===== src/shared/dmr_pkg.sv =====
// package with constants and types for the dram mode register block
//------------------------------------------------------------------
// How it works
// [RQ1] all four strobes low captures address and bank
// [RQ2] controller raises clock enable, waits write interval
// [RQ3] rewrites allowed only with all banks idle
// [RQ4] no reset value; controller writes before use
// [RQ5] fixed field decode of address bits
// [RQ6] bursts wrap inside burst-length column block
// [RQ7] length four: order 0-1-2-3, low bits zero
// [RQ8] length eight: start 0 or 4, wraps
// [RQ9] one burst length for reads and writes
// [RQ10] sequential ordering only, via burst type bit
// [RQ11] read data at edge n plus read latency
// [RQ12] write data at edge n plus write latency
// [RQ13] write latency 1-3 keeps receivers on
// [RQ14] controller avoids reserved field codes
// [RQ15] bit 7 high enters hidden test mode
// [RQ16] dll reset bit self-clears when done
// [RQ17] no power-down within ten clocks of reset
// [RQ18] frequency change: disable, change, enable, wait
// [RQ19] recalibrate on refresh and idle nops
// [RQ20] allow 20 us before impedance is optimal
// [RQ21] bank bits zero select main register
// [RQ22] decoded latencies held in registers
//------------------------------------------------------------------
package dmr_pkg;
    // address field positions
    localparam int BL_LSB      = 0;
    localparam int BT_BIT      = 3;   // burst_type_bit
    localparam int RL_HI_BIT   = 2;
    localparam int RL_LO_LSB   = 4;
    localparam int TM_BIT      = 7;
    localparam int DLL_BIT     = 8;
    localparam int WL_LSB      = 9;
    // burst length codes
    localparam logic [1:0] BL_CODE_4 = 2'h2;
    localparam logic [1:0] BL_CODE_8 = 2'h3;
    // latency limits
    localparam logic [3:0] RL_MIN    = 4'h4;
    localparam logic [3:0] RL_MAX    = 4'hB;
    localparam logic [2:0] WL_RX_MAX = 3'h3;
    // dll reset duration, parameter default cycles
    localparam int DLL_RST_CYCLES = 16;
    // power-down guard after dll reset
    localparam logic [3:0] PD_GUARD = 4'hA;
    // 20 us calibration settle at 100 ns per clock
    localparam int CAL_SETTLE_NS     = 20000;
    localparam int CLK_PERIOD_NS     = 100;
    localparam int CAL_SETTLE_CYCLES = (CAL_SETTLE_NS + CLK_PERIOD_NS - 1) / CLK_PERIOD_NS;

    // one command bus sample
    typedef struct packed {
        logic        cs_n;
        logic        ras_n;
        logic        cas_n;
        logic        we_n;
        logic [11:0] addr;
        logic [2:0]  bank;
    } dmr_cmd_s;

    // decoded mode fields
    typedef struct packed {
        logic       burst8;
        logic       sequential;
        logic [3:0] read_latency;
        logic [2:0] write_latency;
        logic       test_mode;
        logic       dll_reset;
    } dmr_mode_s;
endpackage : dmr_pkg


===== src/rtl/dmr_delay.sv =====
// programmable delay line: pulse out after 1..15 cycles
`timescale 1ns/1ns
`default_nettype none
module dmr_delay
    import dmr_pkg::*;
(
    input  wire logic       sys_clk,
    input  wire logic       reset,
    input  wire logic       start,
    input  wire logic [3:0] lat,
    output logic            fire
);
    //------------------------------------------------------------------
    // shift line
    //------------------------------------------------------------------
    logic [15:0] line;   // bit k set k cycles after start

    // shift every cycle; overlapping commands each keep their own bit
    always_ff @(posedge sys_clk or posedge reset) begin
        if (reset) begin
            line <= 16'h0000;
        end else begin
            line <= {line[14:0], start};
        end
    end

    // fire is registered from bit lat-2 (from start when lat is 1), so it is sampled high at edge n+lat
    always_ff @(posedge sys_clk or posedge reset) begin
        if (reset) begin
            fire <= 1'b0;
        end else begin
            fire <= (lat == 4'h1) ? start : ((lat == 4'h0) ? 1'b0 : line[lat - 4'h2]);
        end
    end
endmodule : dmr_delay
`default_nettype wire


===== src/rtl/dmr_burst_seq.sv =====
// burst column sequencer: wraps inside the burst block
`timescale 1ns/1ns
`default_nettype none
module dmr_burst_seq
    import dmr_pkg::*;
(
    input  wire logic       sys_clk,
    input  wire logic       reset,
    input  wire logic       start,
    input  wire logic       burst8,
    input  wire logic [7:0] col,
    output logic [7:0]      col_out,
    output logic            active
);
    //------------------------------------------------------------------
    // burst counter
    //------------------------------------------------------------------
    logic [7:0] base;    // block address plus start
    logic [2:0] step;    // beats issued
    // step value one past the last beat; length eight wraps to zero
    wire  [2:0] stop  = burst8 ? 3'h0 : 3'h4;
    wire  [2:0] off   = base[2:0] + step;
    // wrap inside the block by keeping only the low bits
    wire  [7:0] next_col = burst8 ? {base[7:3], off} : {base[7:2], off[1:0]}; // [RQ6] [RQ8]

    always_ff @(posedge sys_clk or posedge reset) begin
        if (reset) begin
            base    <= 8'h00;
            step    <= 3'h0;
            active  <= 1'b0;
            col_out <= 8'h00;
        end else if (start) begin
            // low two column bits forced zero; bit 2 is the length-eight start [RQ7] [RQ8]
            base    <= {col[7:2], 2'h0};
            step    <= 3'h1;
            active  <= 1'b1;
            col_out <= {col[7:2], 2'h0};
        end else if (active) begin
            // drop one cycle after the last beat so every beat is shown
            if (step == stop) begin
                active  <= 1'b0;
            end else begin
                col_out <= next_col;
                step    <= step + 3'h1;
            end
        end
    end
endmodule : dmr_burst_seq
`default_nettype wire


===== src/rtl/dmr_mode_reg.sv =====
// mode register: command decode, fields, dll reset, latency timing
`timescale 1ns/1ns
`default_nettype none
module dmr_mode_reg
    import dmr_pkg::*;
#(
    parameter int DLL_CYCLES = DLL_RST_CYCLES
)
(
    input  wire logic      sys_clk,
    input  wire logic      reset,
    input  wire logic      cke,
    input  wire dmr_cmd_s  cmd,
    input  wire logic      read_cmd,
    input  wire logic      write_cmd,
    input  wire logic      refresh_cmd,
    input  wire logic [7:0] col_addr,
    output dmr_mode_s      mode,
    output logic [14:0]    ext_image,
    output logic           read_data_start,
    output logic           write_data_start,
    output logic           rx_enable,
    output logic [7:0]     burst_col,
    output logic           burst_active,
    output logic           calibrate,
    output logic           dll_busy,
    output logic           powerdown_ok,
    output logic           impedance_settled
);
    //------------------------------------------------------------------
    // command decode
    //------------------------------------------------------------------
    wire all_low  = ~cmd.cs_n & ~cmd.ras_n & ~cmd.cas_n & ~cmd.we_n;
    // write needs clock enable high [RQ1] [RQ2]
    wire mrw      = cke & all_low & ~cmd.bank[0] & ~cmd.bank[1]; // [RQ21]
    wire emrw     = cke & all_low & cmd.bank[0];                  // [RQ21]
    wire nop_cmd  = ~cmd.cs_n & cmd.ras_n & cmd.cas_n & cmd.we_n;

    //------------------------------------------------------------------
    // field decode of incoming address
    //------------------------------------------------------------------
    wire [3:0] next_rl = {cmd.addr[RL_HI_BIT], cmd.addr[RL_LO_LSB +: 3]}; // [RQ5] [RQ11]
    wire [2:0] next_wl = cmd.addr[WL_LSB +: 3];                          // [RQ5] [RQ12]

    //------------------------------------------------------------------
    // dll reset timer
    //------------------------------------------------------------------
    logic [7:0] dll_cnt;       // cycles left in dll reset
    logic [3:0] pd_cnt;        // guard against power-down
    wire        dll_done = dll_busy & (dll_cnt == 8'h01);

    //------------------------------------------------------------------
    // mode register: only address fields captured; bank bits just select it
    //------------------------------------------------------------------
    // note no reset value is documented; zero chosen so outputs are defined [RQ4]
    always_ff @(posedge sys_clk or posedge reset) begin
        if (reset) begin
            mode <= '0;
        end else if (mrw) begin
            mode.burst8        <= (cmd.addr[BL_LSB +: 2] == BL_CODE_8); // [RQ5] [RQ9]
            mode.sequential    <= ~cmd.addr[BT_BIT];                    // [RQ10]
            mode.read_latency  <= next_rl;                              // [RQ22]
            mode.write_latency <= next_wl;                              // [RQ22]
            mode.test_mode     <= cmd.addr[TM_BIT];                     // [RQ15]
            mode.dll_reset     <= cmd.addr[DLL_BIT];                    // [RQ16]
        end else if (dll_done) begin
            mode.dll_reset <= 1'b0;                                     // [RQ16]
        end
    end

    // extended register image is just stored for the neighbour block
    always_ff @(posedge sys_clk or posedge reset) begin
        if (reset) begin
            ext_image <= 15'h0000;
        end else if (emrw) begin
            ext_image <= {cmd.bank, cmd.addr};
        end
    end

    // dll reset runs a fixed time, then clears the stored bit
    always_ff @(posedge sys_clk or posedge reset) begin
        if (reset) begin
            dll_busy <= 1'b0;
            dll_cnt  <= 8'h00;
        end else if (mrw && cmd.addr[DLL_BIT]) begin
            dll_busy <= 1'b1;
            dll_cnt  <= 8'(DLL_CYCLES);
        end else if (dll_busy) begin
            dll_cnt  <= dll_cnt - 8'h01;
            dll_busy <= ~dll_done;
        end
    end

    // power-down guard for ten clocks after a dll reset write
    always_ff @(posedge sys_clk or posedge reset) begin
        if (reset) begin
            pd_cnt       <= 4'h0;
            powerdown_ok <= 1'b1;
        end else if (mrw && cmd.addr[DLL_BIT]) begin
            pd_cnt       <= PD_GUARD;                                   // [RQ17]
            powerdown_ok <= 1'b0;
        end else if (pd_cnt != 4'h0) begin
            pd_cnt       <= pd_cnt - 4'h1;
            powerdown_ok <= (pd_cnt == 4'h1);
        end
    end

    //------------------------------------------------------------------
    // latency timing
    //------------------------------------------------------------------
    dmr_delay u_rd_delay (
        .sys_clk (sys_clk),
        .reset   (reset),
        .start   (read_cmd),
        .lat     (mode.read_latency),
        .fire    (read_data_start)                                      // [RQ11]
    );

    dmr_delay u_wr_delay (
        .sys_clk (sys_clk),
        .reset   (reset),
        .start   (write_cmd),
        .lat     ({1'b0, mode.write_latency}),
        .fire    (write_data_start)                                     // [RQ12]
    );

    // short write latency keeps receivers on; otherwise on around writes
    logic [3:0] rx_hold;
    always_ff @(posedge sys_clk or posedge reset) begin
        if (reset) begin
            rx_hold   <= 4'h0;
            rx_enable <= 1'b0;
        end else begin
            rx_hold   <= write_cmd ? 4'hC : ((rx_hold != 4'h0) ? rx_hold - 4'h1 : 4'h0);
            rx_enable <= (mode.write_latency <= WL_RX_MAX) | write_cmd | (rx_hold != 4'h0); // [RQ13]
        end
    end

    //------------------------------------------------------------------
    // burst column ordering, same length for reads and writes
    //------------------------------------------------------------------
    dmr_burst_seq u_burst (
        .sys_clk (sys_clk),
        .reset   (reset),
        .start   (read_cmd | write_cmd),                                // [RQ9]
        .burst8  (mode.burst8),
        .col     (col_addr),
        .col_out (burst_col),
        .active  (burst_active)
    );

    //------------------------------------------------------------------
    // impedance calibration
    //------------------------------------------------------------------
    logic [7:0]  rd_busy;      // read in progress window
    logic [15:0] settle_cnt;
    always_ff @(posedge sys_clk or posedge reset) begin
        if (reset) begin
            rd_busy   <= 8'h00;
            calibrate <= 1'b0;
        end else begin
            rd_busy   <= read_cmd ? 8'h14 : ((rd_busy != 8'h00) ? rd_busy - 8'h01 : 8'h00);
            calibrate <= refresh_cmd | (nop_cmd & (rd_busy == 8'h00) & ~read_cmd); // [RQ19]
        end
    end

    // settle flag after 20 us of clock
    always_ff @(posedge sys_clk or posedge reset) begin
        if (reset) begin
            settle_cnt        <= 16'h0000;
            impedance_settled <= 1'b0;
        end else if (!impedance_settled) begin
            settle_cnt        <= settle_cnt + 16'h0001;
            impedance_settled <= (settle_cnt == 16'(CAL_SETTLE_CYCLES - 1)); // [RQ20]
        end
    end
endmodule : dmr_mode_reg
`default_nettype wire


===== config.mk =====
export PLATFORM = sky130hd
export DESIGN_NAME = dmr_mode_reg
export DESIGN_NICKNAME = d
export VERILOG_FILES = /design/src/shared/dmr_pkg.sv /design/src/rtl/dmr_delay.sv /design/src/rtl/dmr_burst_seq.sv /design/src/rtl/dmr_mode_reg.sv
export SDC_FILE = /design/constraint.sdc
export NUM_CORES = 1
export LEC_CHECK = 0
export BUFFER_PORTS_ARGS = -buffer_cell sky130_fd_sc_hd__buf_2
export CELL_PAD_IN_SITES_DETAIL_PLACEMENT = 0
export CELL_PAD_IN_SITES_GLOBAL_PLACEMENT = 1
export CORE_UTILIZATION = 45
export CTS_BUF_LIST = sky130_fd_sc_hd__clkbuf_8
export DETAILED_ROUTE_END_ITERATION = 12
export PLACE_DENSITY_LB_ADDON = 0.05
export SYNTH_ARGS = -nofsm -noshare
export SYNTH_HDL_FRONTEND = slang
export SYNTH_SLANG_ARGS = --single-unit

===== constraint.sdc =====
create_clock -name sys_clk -period 5.2 [get_ports sys_clk]
set_input_delay 0.52 -clock sys_clk [delete_from_list [all_inputs] [get_ports sys_clk]]
set_output_delay 0.52 -clock sys_clk [all_outputs]
set_load 0.02 [all_outputs]

==> qor.log <==
qor: power.power.clock.fraction 33.8%
qor: cts.clock_tree_sinks 123
qor: grt.grt_antenna_before_repair 0
qor: sta.drv_slew 0
qor: power.power.combinational.fraction 19.2%
qor: synthesis.synth-warning-count 0
qor: route.avgRoutedWirePerCell 14.41 µm
qor: synthesis.dominantRegCellSynth dfrtp_1
qor: power.power_density 425.1 mW/mm²
qor: power.power.net_switching 0.0007248 W
qor: setup_path.endpoint_kind flop
qor: cts.cts-buffers-inserted 17
qor: setup_path.cp-start-kind flop
qor: sta.final.period_utilization 38.29%
qor: cts.clkTransAtPathRegs 0.07 ns
qor: cts.cts.repair_timing.setup_buffer_count 0
qor: place.port_buffers 72
qor: place.routability_cong 0.7164
qor: final_layout.flow.area_growth_from_synthesis 17.65%
qor: final_layout.multi_input_comb_area 0.001888 mm²
qor: power.p_int 0.001828 W
qor: grt.largest_net_degree_at_the_start_of_global_routing 78
qor: floorplan.rows 38
qor: synthesis.synth_cell_type_count 51
qor: grt.via_count_of_the_first_global_routing_pass 3,164
qor: floorplan.i_o_pin_count 75
qor: setup_path.timing.critical_path.slowest_cell_delay 0.47 ns
qor: synthesis.post_synth.cell_area_avg 12.54 µm²
qor: route.route.detailed.vias_per_inst 5.005
qor: grt.globalRoute.totalOverflow 0
qor: setup_path.timing.critical_path.slowest_stage_cell dfrtp_1
qor: grt.globalRouteMet3Util 4.641%
qor: sta.fin_setup_tns 0 ns
qor: synthesis.yosysSeqAreaShare 60.33%
qor: sta.skew 0.01067 ns
qor: final_layout.register_area 0.003079 mm²
qor: floorplan.floorplan.initialDensity 46.67%
qor: sta.timing_worst_slew_pin_value 0.9554 ns
qor: synthesis.ys_seq_elements 123
qor: cts.cts-resized-gates 0
qor: grt.overall_global_routing_usage 17.63%
qor: final_layout.n_fill_cell 957
qor: setup_path.cp_data_arrival_time 2.28 ns
qor: route.drt.antenna.violating_nets 0
qor: sta.grt_setup_unrepaired false
qor: floorplan.die-width 108.5 µm
qor: synthesis.cell_area_after_synthesis 0.005104 mm²
qor: power.p_leak 2.899 nW
qor: synthesis.postSynthNetCount 453
qor: sta.post-route-min-period 1.991 ns
qor: route.drt-pass1-iter-count 4
qor: setup_path.cp_max_fo 7
qor: setup_path.class_of_the_most_critical_setup_path reg2reg
qor: final_layout.nNetsFinal 534
qor: cts.ctsLongestPathBuffers 2
qor: sta.maxClockFrequency 502.2 MHz
qor: grt.grt_util_met2 26.58%
qor: final_layout.layout-drive-gt1-share 29.60%
qor: synthesis.async_s_r_ff_share_synth 100.0%
qor: cts.cts_root_buf clkbuf_8
qor: sta.timing.final.hold_violations 0
qor: route.drt_wl_total 9221 µm
qor: floorplan.design.die.area 0.01177 mm²
qor: power.p_sw_share 28.39%
qor: setup_path.worst-endpoint-required 5.49 ns
qor: power.vdd_drop_max 0.1917 mV
qor: grt.gr-usage-met1 24.07%
qor: sta.holdWs 0.3000 ns
qor: status.run_status complete, no violations
qor: flow_run.cap_viol_max_count 0
qor: synthesis.synth_edf_count 0
qor: setup_path.critical_path.n_buffers_inverters 1
qor: cts.cts-hold-fix-buffers 0
qor: floorplan.die_y 108.5 µm
qor: place.place_hpwl 6234 µm
qor: route.vias 3,203
qor: sta.slew_headroom 36.31%
qor: cts.cts_tree yes
qor: floorplan.core-area 0.01094 mm²
qor: final_layout.antenna_cells 0
qor: synthesis.synthCells 407
qor: sta.timing.final.setup_violations 0
qor: grt.grt_most_used_layer met2
qor: cts.htree_num_levels 4
qor: route.first_iter_violations 115
qor: power.seq_power_share 47.0%
qor: setup_path.crit_chain inv_1 -> ha_1 -> mux4_2 -> and3_1 -> a311oi_1 -> o21ai_1
qor: cts.worstSkewPairLatency 0.42 ns
qor: grt.wire_length_of_the_first_global_routing_pass 15,480 µm
qor: route.post-route-drc-count 0
qor: hold_path.min-delay-path-class in2reg
qor: setup_path.critPathTopFamily flip-flops
## Yosys cell counts, types with 3 or more instances
library cell,instances,share of area [%]
dfrtp_1,122,60
nand2_1,49,3.6
nor2_1,27,2.0
mux2_2,23,5.1
xnor2_1,21,3.6
inv_1,20,1.5
nor3_1,14,1.4
ha_1,13,3.2
xor2_1,12,2.1
o21ai_0,11,1.1
mux2i_1,7,1.4
mux4_2,7,3.1
nand3_1,6,0.59
a21oi_1,5,0.49
buf_2,5,0.49
nand4_1,4,0.49
nor4_1,4,0.49
and2_1,3,0.37
and3_1,3,0.37
buf_4,3,0.44
nand2b_1,3,0.37
nand3b_1,3,0.44
## kinds of logic after synthesis
| kind of cell | count (synthesis) | share of synthesized area [%] |
|---|---|---|
| and+or+nand+nor | 137 | 14.34 |
| DFF | 123 | 60.33 |
| muxes | 37 | 9.537 |
| AOI/OAI and AO/OA | 33 | 4.265 |
| xor gates and xnor gates | 33 | 5.663 |
| buffers and inverters | 31 | 2.672 |
| adders and majority gates | 13 | 3.187 |
## power groups by stage
| stage | registers [W] | logic [W] | clock network [W] |
|---|---|---|---|
| 6_report | 0.00120 | 0.000491 | 0.000863 |
| 5_1_grt | 0.00122 | 0.000555 | 0.000933 |
| 4_1_cts | 0.00120 | 0.000501 | 0.000891 |
| 3_5_place_dp | 0.00122 | 0.000498 | 0 |
| 3_3_place_gp | 0.00121 | 0.000493 | 0 |
| 2_1_floorplan | 0.00126 | 0.000316 | 0 |
## placed cells by master (no fill, tap or decap), types with 3 or more instances in the layout
cell	synthesis	routed
a21oi_1	5	5
and2_1	3	3
and3_1	3	3
buf_2	5	72
clkbuf_8	0	24
clkinv_2	0	3
dfrtp_1	122	122
ha_1	13	13
inv_1	20	20
mux2_2	23	23
mux2i_1	7	7
mux4_2	7	7
nand2_1	49	49
nand2b_1	3	3
nand3_1	6	6
nand3b_1	3	3
nand4_1	4	4
nor2_1	27	27
nor3_1	14	14
nor4_1	4	4
o21ai_0	11	11
xnor2_1	21	21
xor2_1	12	12
## path summary, 6_finish.rpt
kind / startpoint / endpoint / slack (ns) / cells after the start
max in group asynchronous: reset / settle_cnt[6]$_DFFE_PP0N_ / 3.71 / 3
max reg2reg: mode[3]$_DFFE_PP0P_ / u_wr_delay.fire$_DFF_PP0_ / 3.21 / 6
max: mode[3]$_DFFE_PP0P_ / u_wr_delay.fire$_DFF_PP0_ / 3.21 / 6
min reg2reg: u_rd_delay.line[6]$_DFF_PP0_ / u_rd_delay.line[7]$_DFF_PP0_ / 0.37 / 0
min in group asynchronous: reset / ext_image[9]$_DFFE_PP0P_ / 0.31 / 2
min: refresh_cmd / calibrate$_DFF_PP0_ / 0.30 / 2
## layer usage
metal	vias up	share of wire, %
met1	1587	48
met3	12	4.0
li1	1552	-
met5	-	0
met2	52	46
met4	0	1.5
## final cells by class
class / count / share of cell area [%]
flip-flops and latches: 123 / 51.28
multi-input cells: 253 / 31.44
repair buffers: 73 / 6.126
clock buffers: 24 / 5.501
well taps: 140 / 2.917
clock inverters: 7 / 1.438
inverters: 20 / 1.292
## metrics by stage
step                setup WS [ns]  cell area (µm²)  total power, W  util (%)  instances
floorplan                   1.411             5104        0.001573         -        407
global placement            2.849             5588        0.001706     51.10        609
detailed placement          2.868             5588        0.001716     51.10        609
CTS                         3.200             6005        0.002592     54.91        640
global route                3.014             6005        0.002711     54.91        640
finish                      3.209             6005        0.002553     54.91        640
## sequential cells by signal (all words and copies together), names as in the netlist, 8 cells and up
signal	cells
settle_cnt	16
u_rd_delay.line	16
u_wr_delay.line	16
ext_image	15
mode	11
dll_cnt	8
rd_busy	8
u_burst.col_out	8
(Power assumes the default switching activity.)
